==> config.mk <==
export PLATFORM = sky130hd
export DESIGN_NAME = tof_pixel_output_formatter
export DESIGN_NICKNAME = d
export VERILOG_FILES = /design/src/verilog/tof_fmt_pkg.sv /design/src/verilog/fmt_if.sv /design/src/verilog/pixel_formatter.sv /design/src/verilog/tof_pixel_output_formatter.sv
export SDC_FILE = /design/constraint.sdc
export NUM_CORES = 1
export LEC_CHECK = 0
export ABC_CLOCK_PERIOD_IN_PS = 5200
export BUFFER_PORTS_ARGS = -buffer_cell sky130_fd_sc_hd__buf_2
export CAP_MARGIN = 30
export CORE_MARGIN = 8
export CORE_UTILIZATION = 50
export DETAILED_ROUTE_END_ITERATION = 6
export GPL_TIMING_DRIVEN = 0
export PLACE_DENSITY = 0.85
export SLEW_MARGIN = 20
export SYNTH_ARGS = -nofsm -noshare
export SYNTH_HDL_FRONTEND = slang
export SYNTH_SLANG_ARGS = --single-unit
==> constraint.sdc <==
create_clock -name CORE_CLK -period 5.2 [get_ports CORE_CLK]
set_input_delay 0.52 -clock CORE_CLK [delete_from_list [all_inputs] [get_ports CORE_CLK]]
set_output_delay 0.52 -clock CORE_CLK [all_outputs]
set_load 0.01 [all_outputs]
==> src/verilog/tof_fmt_pkg.sv <==
// Shared constants, field layouts and types of the pixel output formatter.
package tof_fmt_pkg;

  // ---------------------------------------------------------------------------
  // Clock and timing
  // ---------------------------------------------------------------------------
  localparam int unsigned CORE_PERIOD_NS = 100;
  localparam int unsigned TRIG_LAG_NS    = 18000;
  localparam int unsigned INTEG_NS       = 1000;
  localparam int unsigned PROC_DELAY_NS  = 38750;
  localparam int unsigned CONV_NS        = 26042;
  localparam int unsigned NEXT_LAG_NS    = 17000;
  localparam int unsigned FRAME_END_NS   = 50;
  localparam int unsigned TRIG_HOLD_NS   = 250;

  // Typical figures are rounded up to whole cycles and never fall below one.
  localparam logic [11:0] TRIG_LAG_CYC  = 12'((TRIG_LAG_NS + CORE_PERIOD_NS - 1) / CORE_PERIOD_NS);
  localparam logic [11:0] INTEG_CYC     = 12'((INTEG_NS + CORE_PERIOD_NS - 1) / CORE_PERIOD_NS);
  localparam logic [11:0] PROC_CYC      = 12'((PROC_DELAY_NS + CORE_PERIOD_NS - 1) / CORE_PERIOD_NS);
  localparam logic [11:0] ROW_CONV_CYC  = 12'(2 * ((CONV_NS + CORE_PERIOD_NS - 1) / CORE_PERIOD_NS));
  localparam logic [11:0] NEXT_LAG_CYC  = 12'((NEXT_LAG_NS + CORE_PERIOD_NS - 1) / CORE_PERIOD_NS);
  localparam logic [11:0] FRAME_END_CYC = 12'((FRAME_END_NS + CORE_PERIOD_NS - 1) / CORE_PERIOD_NS);

  // Half periods of the pixel clock in core cycles, ratios kept at 48:24:12.
  localparam logic [2:0] HALF_FAST = 3'h1;
  localparam logic [2:0] HALF_MID  = 3'h2;
  localparam logic [2:0] HALF_SLOW = 3'h4;

  // ---------------------------------------------------------------------------
  // Geometry and sample layout
  // ---------------------------------------------------------------------------
  localparam logic [6:0]  ROW_PAIRS    = 7'h78;
  localparam logic [10:0] PIX_PER_PAIR = 11'h280;
  localparam int HI_MSB  = 11;
  localparam int HI_LSB  = 8;
  localparam int LO_MSB  = 7;
  localparam int TR_LSB  = 4;
  localparam int BYTE_W  = 8;
  localparam logic [11:0] ALL_ONES = 12'hfff;

  typedef enum logic [1:0] {
    FMT_FULL = 2'h0, FMT_HI_LO = 2'h1, FMT_LO_HI = 2'h2, FMT_TRUNC = 2'h3
  } fmt_e;

  typedef struct packed {
    logic       continuous;
    logic [3:0] frames_m1;
    logic       clk_pol;
    logic [1:0] clk_sel;
    logic       sideband_eof;
    logic       sat_force;
    logic       sat_insert;
    fmt_e       fmt;
  } cfg_s;
  localparam int CFG_W = $bits(cfg_s);
  localparam logic [12:0] CFG_RST = 13'h0080;

  // ---------------------------------------------------------------------------
  // Register map
  // ---------------------------------------------------------------------------
  localparam logic [11:0] REG_CONFIG  = 12'h000;
  localparam logic [11:0] REG_CONTROL = 12'h004;
  localparam logic [11:0] REG_STATUS  = 12'h008;
  localparam int CTL_TRIG = 0;
  localparam logic [1:0] RESP_OKAY   = 2'h0;
  localparam logic [1:0] RESP_SLVERR = 2'h2;

endpackage

==> src/verilog/fmt_if.sv <==
// Carrier between the frame sequencer and the pixel formatter.
`timescale 1ns/1ps
`default_nettype none
interface fmt_if;
  logic                start;
  logic                tick;
  logic                eof;
  tof_fmt_pkg::cfg_s   cfg;
  logic [11:0]         sample;
  logic                sample_sat;
  logic                busy;
  logic [11:0]         data;
  logic                row_valid;
  logic                sideband;
  logic                take;

  modport seq (output start, tick, eof, cfg, sample, sample_sat,
               input busy, data, row_valid, sideband, take);
  modport fmt (input start, tick, eof, cfg, sample, sample_sat,
               output busy, data, row_valid, sideband, take);
endinterface
`default_nettype wire

==> src/verilog/pixel_formatter.sv <==
// Packs one row pair of samples into the selected output format.
`timescale 1ns/1ps
`default_nettype none
module pixel_formatter (
  input  wire logic CORE_CLK,
  input  wire logic RESET,
  fmt_if.fmt        fi
);
  typedef struct packed {
    logic        act;
    logic        half;
    logic [10:0] cnt;
    logic [11:0] hold;
    logic        hold_sat;
    logic [11:0] data;
    logic        rv;
    logic        sb;
    logic        take;
  } f_s;

  f_s r;
  f_s n;
  logic [7:0] hi_byte;
  logic [7:0] lo_byte;

  localparam int HI_MSB_I = tof_fmt_pkg::HI_MSB;
  localparam int HI_LSB_I = tof_fmt_pkg::HI_LSB;
  localparam int LO_MSB_I = tof_fmt_pkg::LO_MSB;
  // High byte carries the flag only when insertion is on, else a zero.
  always_comb begin
    hi_byte = {fi.cfg.sat_insert & fi.sample_sat, 3'h0, fi.sample[HI_MSB_I:HI_LSB_I]}; // RL3 RL4 RL9 RL27
    lo_byte = fi.sample[LO_MSB_I:0];
  end

  // Each active edge within a row pair emits a new pixel, the second half of a split pixel, or ends the row.
  always_comb begin
    n = r;
    n.take = 1'b0;
    if (fi.start) begin
      n.act = 1'b1;
    end
    if (fi.tick) begin
      n.sb = fi.cfg.sideband_eof ? fi.eof : 1'b0;
      if (r.act && r.half) begin
        n.half = 1'b0;
        n.cnt  = r.cnt + 11'h1;
        if (fi.cfg.fmt == tof_fmt_pkg::FMT_HI_LO) begin
          n.data = {4'h0, r.hold[LO_MSB_I:0]}; // RL3
        end else begin
          n.data = {4'h0, r.hold_sat & fi.cfg.sat_insert, 3'h0, r.hold[HI_MSB_I:HI_LSB_I]}; // RL4 RL9
        end
        if (fi.cfg.sat_force && r.hold_sat) begin
          n.data = {4'h0, tof_fmt_pkg::ALL_ONES[LO_MSB_I:0]}; // RL11
        end
        n.sb = fi.cfg.sideband_eof ? fi.eof : r.hold_sat;
      end else if (r.act && r.cnt == tof_fmt_pkg::PIX_PER_PAIR) begin
        n.act  = 1'b0;
        n.cnt  = 11'h0;
        n.rv   = 1'b0; // RL24
        n.data = 12'h000;
      end else if (r.act) begin
        n.rv       = 1'b1; // RL24
        n.take     = 1'b1;
        n.hold     = fi.sample;
        n.hold_sat = fi.sample_sat;
        n.sb       = fi.cfg.sideband_eof ? fi.eof : fi.sample_sat; // RL26
        case (fi.cfg.fmt)
          tof_fmt_pkg::FMT_FULL: begin
            n.data = fi.sample; // RL2 RL6 RL10
            n.cnt  = r.cnt + 11'h1;
          end
          tof_fmt_pkg::FMT_HI_LO: begin
            n.data = {4'h0, hi_byte}; // RL3 RL6
            n.half = 1'b1; // RL8
          end
          tof_fmt_pkg::FMT_LO_HI: begin
            n.data = {4'h0, lo_byte}; // RL4 RL6
            n.half = 1'b1; // RL8
          end
          default: begin
            n.data = {4'h0, fi.sample[HI_MSB_I:tof_fmt_pkg::TR_LSB]}; // RL5 RL10
            n.cnt  = r.cnt + 11'h1;
          end
        endcase
        if (fi.cfg.sat_force && fi.sample_sat) begin
          n.data = (fi.cfg.fmt == tof_fmt_pkg::FMT_FULL) ? tof_fmt_pkg::ALL_ONES
                   : {4'h0, tof_fmt_pkg::ALL_ONES[LO_MSB_I:0]}; // RL11
        end
      end
    end
  end

  always_ff @(posedge CORE_CLK) begin
    if (RESET) begin
      r <= '0;
    end else begin
      r <= n;
    end
  end

  assign fi.busy      = r.act;
  assign fi.data      = r.data;
  assign fi.row_valid = r.rv;
  assign fi.sideband  = r.sb;
  assign fi.take      = r.take;
endmodule
`default_nettype wire

==> src/verilog/tof_pixel_output_formatter.sv <==
// Frame sequencer, pixel clock and register slave of the pixel output port.
//
// The AXI4-Lite interface to the registers and the placing of the registers are this design's own decisions.
`timescale 1ns/1ps
`default_nettype none
// Behaviour
// (RL1) Four formats: full 12-bit and three byte-wide forms of the sample.
// (RL2) Full-width format shows each sample in one pixel clock cycle.
// (RL3) High-first split: flag, zeros, bits 11..8, then bits 7..0.
// (RL4) Low-first split: bits 7..0, then flag, zeros, bits 11..8.
// (RL5) Truncated format: one cycle carrying bits 11..4 on low lines.
// (RL6) Full width drives twelve lines; byte formats use only eight low lines.
// (RL7) A software field selects the active format.
// (RL8) Split formats keep row valid high twice as long per row pair.
// (RL9) Saturation insert puts the flag on bit 7 of the high byte.
// (RL10) No insertion in full-width or truncated formats.
// (RL11) Saturation force drives all lines high for saturated pixels.
// (RL12) Receiver combines four or two frames into one distance result.
// (RL13) Trigger driver holds the trigger for the minimum pulse time.
// (RL14) Trigger rising edge to first illumination waits the trigger lag.
// (RL15) Processing delay from last illumination to first row conversion.
// (RL16) A half row pair converts in the conversion time.
// (RL17) Row pair readout runs with row valid asserted throughout.
// (RL18) Frame valid drops a short lag after the final row valid.
// (RL19) Frame readout spans all row conversions, one readout and end lag.
// (RL20) Single measurement starts readout a fixed delay after the trigger.
// (RL21) Continuous mode: next illumination follows last readout by a lag.
// (RL22) Continuous frame period sums conversions, lag, integration, processing.
// (RL23) Outputs change only on the programmed active pixel clock edge.
// (RL24) Row valid frames the valid data and sideband of each row pair.
// (RL25) Pixel clock toggles continuously at one of three rates.
// (RL26) By default the sideband carries each pixel's saturation flag.
// (RL27) Split formats without insertion drive bit 7 of the high byte zero.
// (RL28) Format and saturation settings are taken only between frames.
module tof_pixel_output_formatter (
  input  wire logic        CORE_CLK,
  input  wire logic        RESET,
  input  wire logic        TRIGGER,
  input  wire logic [11:0] SAMPLE_IN,
  input  wire logic        SAMPLE_SAT_IN,
  output logic             SAMPLE_TAKE,
  output logic             PIXEL_CLOCK_OUT,
  output logic [11:0]      PORT_DATA,
  output logic             ROW_PAIR_VALID,
  output logic             FRAME_VALID,
  output logic             SATURATION_SIDEBAND,
  input  wire logic [11:0] AXI_AWADDR,
  input  wire logic        AXI_AWVALID,
  output logic             AXI_AWREADY,
  input  wire logic [31:0] AXI_WDATA,
  input  wire logic [3:0]  AXI_WSTRB,
  input  wire logic        AXI_WVALID,
  output logic             AXI_WREADY,
  output logic [1:0]       AXI_BRESP,
  output logic             AXI_BVALID,
  input  wire logic        AXI_BREADY,
  input  wire logic [11:0] AXI_ARADDR,
  input  wire logic        AXI_ARVALID,
  output logic             AXI_ARREADY,
  output logic [31:0]      AXI_RDATA,
  output logic [1:0]       AXI_RRESP,
  output logic             AXI_RVALID,
  input  wire logic        AXI_RREADY
);

  // ---------------------------------------------------------------------------
  // State
  // ---------------------------------------------------------------------------
  // Gray codes along the usual path idle, lag, integrate, process, convert.
  typedef enum logic [2:0] {
    ST_IDLE  = 3'h0,
    ST_LAG   = 3'h1,
    ST_INTEG = 3'h3,
    ST_PROC  = 3'h2,
    ST_CONV  = 3'h6,
    ST_LAST  = 3'h7,
    ST_FEND  = 3'h5
  } seq_e;

  typedef struct packed {
    seq_e              st;
    logic [11:0]       timer;
    logic [6:0]        row;
    logic [3:0]        frames_left;
    logic [7:0]        frame_cnt;
    tof_fmt_pkg::cfg_s cfg;
    tof_fmt_pkg::cfg_s cfg_act;
    logic              trig_s1;
    logic              trig_s2;
    logic              trig_s3;
    logic              sw_trig;
    logic [2:0]        div;
    logic              pclk;
    logic              fv;
    logic              fv_pend;
    logic              start;
    logic              eof;
    logic              aw_ok;
    logic [11:0]       awaddr;
    logic              w_ok;
    logic [31:0]       wdata;
    logic [3:0]        wstrb;
    logic              awready;
    logic              wready;
    logic              bvalid;
    logic [1:0]        bresp;
    logic              arready;
    logic              rvalid;
    logic [31:0]       rdata;
    logic [1:0]        rresp;
  } top_s;

  top_s  r;
  top_s  n;
  fmt_if fi ();

  tof_fmt_pkg::cfg_s clk_cfg;
  logic [2:0]        half;
  logic              toggle;
  logic              tick;
  logic              trig_rise;
  logic [31:0]       cfg32;

  // ---------------------------------------------------------------------------
  // Pixel clock divider
  // ---------------------------------------------------------------------------
  // The clock never stops; while a measurement runs its rate and polarity
  // come from the settings frozen at frame start, so a frame never changes
  // speed half way through.
  always_comb begin
    clk_cfg = (r.st == ST_IDLE) ? r.cfg : r.cfg_act;
    case (clk_cfg.clk_sel)
      2'h0:    half = tof_fmt_pkg::HALF_FAST; // RL25
      2'h1:    half = tof_fmt_pkg::HALF_MID; // RL25
      default: half = tof_fmt_pkg::HALF_SLOW; // RL25
    endcase
    toggle    = (r.div >= half - 3'h1);
    tick      = toggle && ((~r.pclk) == clk_cfg.clk_pol); // RL23
    trig_rise = r.trig_s2 && !r.trig_s3;
  end

  // Interface drive toward the formatter.
  assign fi.start      = r.start;
  assign fi.tick       = tick;
  assign fi.eof        = r.eof;
  assign fi.cfg        = r.cfg_act;
  assign fi.sample     = SAMPLE_IN;
  assign fi.sample_sat = SAMPLE_SAT_IN;

  pixel_formatter u_fmt (
    .CORE_CLK (CORE_CLK),
    .RESET    (RESET),
    .fi       (fi)
  );

  // ---------------------------------------------------------------------------
  // Sequencer and register slave
  // ---------------------------------------------------------------------------
  always_comb begin
    n     = r;
    cfg32 = 32'(r.cfg);

    // Trigger pin synchroniser; only the second and third stages are read.
    n.trig_s1 = TRIGGER;
    n.trig_s2 = r.trig_s1;
    n.trig_s3 = r.trig_s2;

    // Divider runs every cycle.
    if (toggle) begin
      n.div  = 3'h0;
      n.pclk = ~r.pclk; // RL25
    end else begin
      n.div = r.div + 3'h1;
    end

    n.start = 1'b0;
    if (tick && r.fv_pend && fi.busy) begin
      n.fv      = 1'b1; // RL23
      n.fv_pend = 1'b0;
    end
    if (r.timer != 12'h000) begin
      n.timer = r.timer - 12'h001;
    end

    case (r.st)
      ST_IDLE: begin
        if (trig_rise || r.sw_trig) begin
          n.sw_trig     = 1'b0;
          n.cfg_act     = r.cfg; // RL7 RL28
          n.frames_left = r.cfg.frames_m1;
          n.timer       = tof_fmt_pkg::TRIG_LAG_CYC; // RL14 RL20
          n.st          = ST_LAG;
        end
      end
      ST_LAG: begin
        if (r.timer <= 12'h001) begin
          n.timer = tof_fmt_pkg::INTEG_CYC;
          n.st    = ST_INTEG;
        end
      end
      ST_INTEG: begin
        if (r.timer <= 12'h001) begin
          n.timer = tof_fmt_pkg::PROC_CYC; // RL15
          n.st    = ST_PROC;
        end
      end
      ST_PROC: begin
        if (r.timer <= 12'h001) begin
          n.timer = tof_fmt_pkg::ROW_CONV_CYC >> 1; // RL16 RL20
          n.row   = 7'h00;
          n.st    = ST_CONV;
        end
      end
      ST_CONV: begin
        // Row pair readout outlasts a conversion at every pixel clock rate; the next row then
        // waits for the port, which stretches the frame instead of losing rows.
        if (r.timer == 12'h000 && !fi.busy && !r.start) begin
          n.start = 1'b1; // RL17
          n.timer = tof_fmt_pkg::ROW_CONV_CYC; // RL16 RL19
          n.row   = r.row + 7'h01;
          if (r.row == 7'h00) begin
            n.fv_pend = 1'b1;
          end
          if (r.row == tof_fmt_pkg::ROW_PAIRS - 7'h01) begin
            n.st = ST_LAST;
          end
        end
      end
      ST_LAST: begin
        if (!fi.busy && !r.start && !fi.row_valid) begin
          n.timer = tof_fmt_pkg::FRAME_END_CYC; // RL18
          n.eof   = 1'b1;
          n.st    = ST_FEND;
        end
      end
      ST_FEND: begin
        if (r.timer == 12'h000 && tick) begin
          n.fv        = 1'b0; // RL18 RL19
          n.eof       = 1'b0;
          n.frame_cnt = r.frame_cnt + 8'h01;
          n.timer     = tof_fmt_pkg::NEXT_LAG_CYC; // RL21 RL22
          if (r.frames_left != 4'h0) begin
            n.frames_left = r.frames_left - 4'h1;
            n.st          = ST_LAG;
          end else if (r.cfg.continuous || r.trig_s2) begin
            n.cfg_act     = r.cfg; // RL28
            n.frames_left = r.cfg.frames_m1;
            n.st          = ST_LAG;
          end else begin
            n.timer = 12'h000;
            n.st    = ST_IDLE;
          end
        end
      end
      default: begin
        n.st = ST_IDLE;
      end
    endcase

    // Write channel: address and data taken independently, in either order.
    if (r.bvalid && AXI_BREADY) begin
      n.bvalid = 1'b0;
    end
    if (r.aw_ok && r.w_ok && !r.bvalid) begin
      n.aw_ok  = 1'b0;
      n.w_ok   = 1'b0;
      n.bvalid = 1'b1;
      n.bresp  = tof_fmt_pkg::RESP_OKAY;
      if (r.awaddr == tof_fmt_pkg::REG_CONFIG) begin
        for (int b = 0; b < 4; b++) begin
          if (r.wstrb[b]) begin
            cfg32[b*tof_fmt_pkg::BYTE_W +: tof_fmt_pkg::BYTE_W] =
              r.wdata[b*tof_fmt_pkg::BYTE_W +: tof_fmt_pkg::BYTE_W];
          end
        end
        n.cfg = tof_fmt_pkg::cfg_s'(cfg32[tof_fmt_pkg::CFG_W-1:0]); // RL1 RL7
      end else if (r.awaddr == tof_fmt_pkg::REG_CONTROL) begin
        // Set after the idle state's clear, so a request is never lost.
        if (r.wstrb[0] && r.wdata[tof_fmt_pkg::CTL_TRIG]) begin
          n.sw_trig = 1'b1;
        end
      end else if (r.awaddr == tof_fmt_pkg::REG_STATUS) begin
        n.bresp = tof_fmt_pkg::RESP_OKAY;
      end else begin
        n.bresp = tof_fmt_pkg::RESP_SLVERR;
      end
    end
    if (AXI_AWVALID && r.awready) begin
      n.aw_ok  = 1'b1;
      n.awaddr = AXI_AWADDR;
    end
    if (AXI_WVALID && r.wready) begin
      n.w_ok  = 1'b1;
      n.wdata = AXI_WDATA;
      n.wstrb = AXI_WSTRB;
    end

    // Read channel: one cycle from address to data.
    if (r.rvalid && AXI_RREADY) begin
      n.rvalid = 1'b0;
    end
    if (AXI_ARVALID && r.arready) begin
      n.rvalid = 1'b1;
      n.rresp  = tof_fmt_pkg::RESP_OKAY;
      if (AXI_ARADDR == tof_fmt_pkg::REG_CONFIG) begin
        n.rdata = 32'(r.cfg);
      end else if (AXI_ARADDR == tof_fmt_pkg::REG_CONTROL) begin
        n.rdata = 32'h0000_0000;
      end else if (AXI_ARADDR == tof_fmt_pkg::REG_STATUS) begin
        n.rdata = 32'({r.frame_cnt, r.row, r.fv, fi.busy, r.st});
      end else begin
        n.rdata = 32'h0000_0000;
        n.rresp = tof_fmt_pkg::RESP_SLVERR;
      end
    end

    // Ready flags are registered so every bus output comes from a flop.
    n.awready = !n.aw_ok && !n.bvalid;
    n.wready  = !n.w_ok && !n.bvalid;
    n.arready = !n.rvalid;
  end

  always_ff @(posedge CORE_CLK) begin
    if (RESET) begin
      r     <= '0;
      r.cfg <= tof_fmt_pkg::cfg_s'(tof_fmt_pkg::CFG_RST);
    end else begin
      r <= n;
    end
  end

  // ---------------------------------------------------------------------------
  // Outputs
  // ---------------------------------------------------------------------------
  // All of these are flops here or inside the formatter.
  assign SAMPLE_TAKE         = fi.take;
  assign PIXEL_CLOCK_OUT     = r.pclk;
  assign PORT_DATA           = fi.data; // RL6
  assign ROW_PAIR_VALID      = fi.row_valid; // RL8 RL24
  assign FRAME_VALID         = r.fv;
  assign SATURATION_SIDEBAND = fi.sideband; // RL26
  assign AXI_AWREADY         = r.awready;
  assign AXI_WREADY          = r.wready;
  assign AXI_BRESP           = r.bresp;
  assign AXI_BVALID          = r.bvalid;
  assign AXI_ARREADY         = r.arready;
  assign AXI_RDATA           = r.rdata;
  assign AXI_RRESP           = r.rresp;
  assign AXI_RVALID          = r.rvalid;

endmodule
`default_nettype wire
==> Word level (Yosys, flattened, before mapping) <==
Cells that the tools add are included.
Widths: inputs -> output; s select.
{ "word_totals": {"word_cells": 249, "ff_bits": 199} }
{ "op_classes": {"n_reduce_logical": 67, "bitwise_logic": 7, "add_sub_neg": 7, "magnitude_cmp": 2, "n_mux": 86, "n_eq_ne": 29} }
{ "op_table": {"columns": ["op", "count"], "rows": [
  ["$mux 13", 8],
  ["$pmux 12 s7", 1],
  ["$mux 15", 5],
  ["$mux 12", 6],
  ["$mux 20", 3],
  ["$mux 22", 2],
  ["$mux 41", 1],
  ["$mux 40", 1],
  ["$mux 8", 5],
  ["$mux 37", 1],
  ["$logic_not 12->1", 3],
  ["$pmux 12 s3", 1],
  ["$mux 35", 1],
  ["$mux 1", 28],
  ["$pmux 13 s2", 1],
  ["$eq 12x3->1 const B", 2],
  ["$eq 12x4->1 const B", 2],
  ["$logic_and 1x1->1", 23],
  ["$mux 11", 2],
  ["$pmux 3 s7", 1],
  ["$mux 2", 10],
  ["$ne 2x2->1 const B", 9],
  ["$reduce_and 3->1", 6],
  ["$pmux 7 s2", 1],
  ["other kinds (42)", 75]
]} }

==> Logic depth before layout (Yosys ltp) <==
{ "logic_depth": {"ltp_word": 13, "ltp_mapped": 12, "ltp_nobuf": 10} }

==> Cells and area by module <==
A second synthesis with hierarchy kept.
{ "unflattened": {"cells_unflattened": 991, "hier_area_um2": 8284.2} }
{ "by_module_without_submodules": {"columns": ["mod", "area_per_inst_um2", "instances", "cells_each"], "rows": [
  ["tof_pixel_output_formatter", 5969.5, 1, 712],
  ["pixel_formatter", 2314.7, 1, 279]
]} }

==> Worst setup path after synthesis <==
Ideal clock, no wire load.
{ "synth_timing": {"kind": "register -> register", "startpoint": "register r[162] in the netlist's numbering", "endpoint": "register, netlist name fi.cfg[0]", "setup_slack_ns": 2.013, "path_stages_with_launch": 13, "synth_period_minus_slack_ns": 3.187, "arrival_time_ns": 3.116, "cell_sequence": "dfxtp_1 > clkbuf_1 > nor3_1 > mux2i_1 > nand2_1 > ha_1 > nand2b_1 > a211oi_1 > a21oi_1 > buf_4 > a21oi_1 > o21ai_0 > a21oi_1"} }
{ "synth_between": {"elab_chain_cells": 10, "elab_cells_between_ends": 18, "cone_classes": "add/sub: 1; order compare: 1; eq/ne: 7; mux: 3; reduce/logical: 6"} }
{ "synth_lines": {"columns": ["element", "line_no", "rtl"], "rows": [
  ["start: declaration", "tof_pixel_output_formatter.sv:113", "top_s r;"],
  ["start signal: assignment", "tof_pixel_output_formatter.sv:328", "r <= n;"],
  ["$logic_not 3->1", "tof_pixel_output_formatter.sv:131, tof_pixel_output_formatter.sv:185", null],
  ["$mux 8", "tof_pixel_output_formatter.sv:131", "clk_cfg = (r.st == ST_IDLE) ? r.cfg : r.cfg_act;"],
  ["$eq 2x1->1 or $logic_not 2->1 (tied branches)", "tof_pixel_output_formatter.sv:132", "case (clk_cfg.clk_sel)"],
  ["$pmux 3 s2", "tof_pixel_output_formatter.sv:132", null],
  ["$sub 3x1->3", "tof_pixel_output_formatter.sv:137", "toggle = (r.div >= half - 3'h1);"],
  ["$ge 3x3->1", "tof_pixel_output_formatter.sv:137", null],
  ["$logic_and 1x1->1", "tof_pixel_output_formatter.sv:138", "tick = toggle && ((~r.pclk) == clk_cfg.clk_pol);"],
  ["$logic_and 1x1->1", "tof_pixel_output_formatter.sv:237", "if (r.timer == 12'h000 && tick) begin"],
  ["$ne 2x2->1 (no line)", null, null],
  ["$reduce_and 5->1 (no line)", null, null]
]} }
Parallel ways exist; a longest one is shown, timed or not.
A chain may end at the register's enable or synchronous reset.

==> Final worst setup path <==
{ "layout_timing": {"startpoint": "register r[160] in the netlist's numbering", "endpoint": "register, netlist name fi.cfg[2]"} }
{ "layout_between": {"elab_chain_cells": 10, "elab_cells_between_ends": 18, "cone_classes": "add/sub: 1; order compare: 1; eq/ne: 7; mux: 3; reduce/logical: 6"} }
{ "layout_lines": {"columns": ["element", "line_no"], "rows": [
  ["$logic_not 3->1", "tof_pixel_output_formatter.sv:131, tof_pixel_output_formatter.sv:185"],
  ["$mux 8", "tof_pixel_output_formatter.sv:131"],
  ["$eq 2x1->1 or $logic_not 2->1 (tied branches)", "tof_pixel_output_formatter.sv:132"],
  ["$pmux 3 s2", "tof_pixel_output_formatter.sv:132"],
  ["$sub 3x1->3", "tof_pixel_output_formatter.sv:137"],
  ["$ge 3x3->1", "tof_pixel_output_formatter.sv:137"],
  ["$logic_and 1x1->1", "tof_pixel_output_formatter.sv:138"],
  ["$logic_and 1x1->1", "tof_pixel_output_formatter.sv:237"],
  ["$ne 2x2->1 (no line)", null],
  ["$reduce_and 5->1 (no line)", null]
]} }
Parallel ways exist; a longest one is shown, timed or not.

==> run metrics <==
outcome=complete, no violations; Worst Path Required=roughly 5.6 ns; Clock Latency Late Sink=between 0.4 and 0.5 ns; Top cell by count, worst path=a21oi_1; R2R Path Start=r[160]$_SDFFE_PP0P_; Initial DRT Pass Iterations=6; reg2reg end=fi.cfg[2]$_SDFFE_PP0P_; slowest cell on the critical path=a211oi_1; Max Root-Sink Buffers=2; worst vdd ir=between 0.2 and 0.25 mV; number of global-route vias before repair=7030; Final ANT Viol Nets=0; final-layout fill cell count=between 1000 and 1500; commonest cells in the netlist=164 x dfxtp_1, 124 x nand2_1, 110 x a21oi_1; detailed-route DRC error count=0; Synth top area share=around two fifths; num ports=approximately 140; maximum fanout along the worst path=10; Row Count=46; Synth warnings=0; post-CTS sizing=0; asr flop ratio synth=0%; Post-CTS Setup Bufs=0; beginning of the worst hold path=TRIGGER; CTS tree=done; vias per cell=~5.5; CP max stage delay=~0.7 ns; global-route usage over all layers=21.45%; P&R area growth vs syn=18.39%; crit path DAT=around 4.5 ns; largest net degree at the start of global routing=17; LEAKAGE=3.787 nW; Syn Std Cell Area=~7900 um2; Final nets=around 1200; port buffer count=103; Max Fclk=between 200 and 250 MHz; PD cells=353.1 nW/um2; most frequent cell after synthesis=dfxtp_1; Routed WL=between 20000 and 25000 um; Max-Cap Viols=0; ys flop type=dfxtp_1; DR vias=approximately 7400; Yosys reg bits=164; worst slew pin tran=0.7810 ns; clock sinks=~160; Antenna Cells=0; Yosys cell types=between 60 and 70; DP Worst Slack=1.233 ns; Area contributors post-synth=dfxtp_1 42%, a21oi_1 7.0%, nand2_1 5.9%, nor2_1 4.8%, buf_4 4.7%; sequential-to-total area share from yosys stat=between 40% and 50%; Tmin final=about 4.2 ns; CP Cell Sequence=clkbuf_1, nor3_1, mux2i_1, nand2_1, ha_1, nand2b_1, a211oi_1, a21oi_1, buf_4, a21oi_1, o21ai_0, a21oi_1; Die H=around 140 um; Synth area leader=dfxtp_1; starting density of the core=around half; unrepaired setup endpoints after global routing=no; post-route cell area=around 9300 um2; Root Buffer=clkbuf_16; HP Class=in -> reg; first-pass GRT wire length=roughly 35000 um; clock edge transition at the registers on the reported setup and hold paths=about 0.060 ns; Die X=~140 um; Post-Syn Instances=969; Reg2Reg Depth=12; post-route total power=between 3 and 4 mW; Final Wtd Congestion=0.9650; startpoint types=flip-flop; core area=between 15000 and 20000 um2; final worst-path cycle share=79.87%; Clock H-tree levels=4; CP endpoint kind=flip-flop; wire length per cell=~16 um; Critical Path Start=r[160]$_SDFFE_PP0P_; Setup Skew=~0.01 ns; Post-CTS Hold Buffers=0; Worst Hold Path EP=n[101]$_SDFF_PP0_; Hold Path Depth=2; DP Area=around 8700 um2; Post-synth EDFFs=0; Avg Cell Area, Syn=approximately 8.1 um2; Min Hold Slack=0.3153 ns; initial antenna violation count=0; final hold violations=0; FF-to-FF setup slack=1.05 ns; setup TNS=0 ns; Worst Setup Slack, final=1.047 ns; Crit Path Class=reg -> reg; TritonCTS Buffers=17; Max-slew headroom=47.62%; Finish-stage setup viols=0; DPL Wire Length=15920 um; fraction of layout cells with a size suffix above 1=between 10% and 20%; count of final max-slew check failures=0; global route overflow=0; starting DRC count in detailed routing=between 600 and 700; die area=around 20000 um2
==> report_power, final <==
part	total [mW]	switching (mW)	leakage (nW)	internal [mW]
clock	1.32	0.500	0.299	0.823
combinational	0.573	0.326	2.16	0.247
sequential	1.39	0.0707	1.33	1.32
total	3.29	0.896	3.79	2.39
==> critical path: cells and delay by family (launching register included) <==
family | cells | cell delay (ns)
AO/OA/AOI/OAI | 5 | 1.76
adder cells (fa/ha/maj) | 1 | 0.26
buffers and inverters | 2 | 0.52
flip-flops | 1 | 0.37
multiplexers | 1 | 0.30
AND/OR/NAND/NOR | 3 | 0.86
==> through the flow <==
stage               std cells  utilization, %
global route             1330           59.47
detailed placement       1301           55.56
CTS                      1330           59.47
global placement         1301           55.56
floorplan                 982               -
finish                   1330           59.47
==> layout make-up <==
| cell class | instances | area (um2) | share of cell area [%] |
|---|---|---|---|
| multi-input cells | 700 | 3991 | 42.87 |
| flip-flops and latches | 164 | 3283 | 35.26 |
| plain buffers | 97 | 559.3 | 6.007 |
| repair buffers | 103 | 515.5 | 5.537 |
| clock buffers | 21 | 460.4 | 4.946 |
| well taps | 216 | 270.3 | 2.903 |
| clock inverters | 8 | 151.4 | 1.626 |
| inverters | 21 | 78.83 | 0.8467 |
==> worst max path at each step <==
| stage | to | slack (ns) | depth (start not counted) |
|---|---|---|---|
| floorplan | fi.cfg[0]$_SDFFE_PP0P_ | 2.01 | 12 |
| global placement | fi.cfg[2]$_SDFFE_PP0P_ | 1.31 | 12 |
| detailed placement | fi.cfg[4]$_SDFFE_PP0P_ | 1.23 | 12 |
| CTS | fi.cfg[2]$_SDFFE_PP0P_ | 1.10 | 12 |
| global route | fi.cfg[1]$_SDFFE_PP0P_ | 0.78 | 12 |
| finish | fi.cfg[2]$_SDFFE_PP0P_ | 1.05 | 12 |
==> routing by layer <==
metal  GRT usage, %  routed length, um
met4          8.253                478
met3          6.284               2007
met2          34.59               9610
met5              0                  0
met1          26.54               9326
==> cell usage in the layout, fill, tap and decap left out, types with 28 or more instances in the layout <==
master | Yosys | routed
buf_2 | 3 | 106
a21oi_1 | 110 | 110
nand2_1 | 124 | 124
mux2i_1 | 28 | 28
o21ai_0 | 40 | 40
dfxtp_1 | 164 | 164
nand3_1 | 37 | 37
clkbuf_1 | 40 | 42
nor2_1 | 101 | 101
buf_4 | 49 | 49
nor3_1 | 37 | 37
==> registers in the layout, summed over array words and instances, names as in the netlist, 2 cells and up <==
name           flops
r                 82
AXI_RDATA         20
u_fmt.r           25
fi.cfg             8
n                  2
u_fmt.fi.data     12
==> cells by family (layout without fill, tap and decap cells) <==
logic type / after synthesis / in the layout / share of synthesized area (%)
multiplexers: 29 / 29 / 3.707
XOR/XNOR: 25 / 25 / 2.784
adder cells (fa/ha/maj): 17 / 17 / 2.705
buffers and inverters: 118 / 250 / 8.114
flip-flops: 164 / 164 / 41.75
AO/OA/AOI/OAI: 230 / 230 / 17.82
other: 1 / 14 / 0.04769
AND/OR/NAND/NOR: 385 / 385 / 23.07
Power figures use the tool's default switching activity.
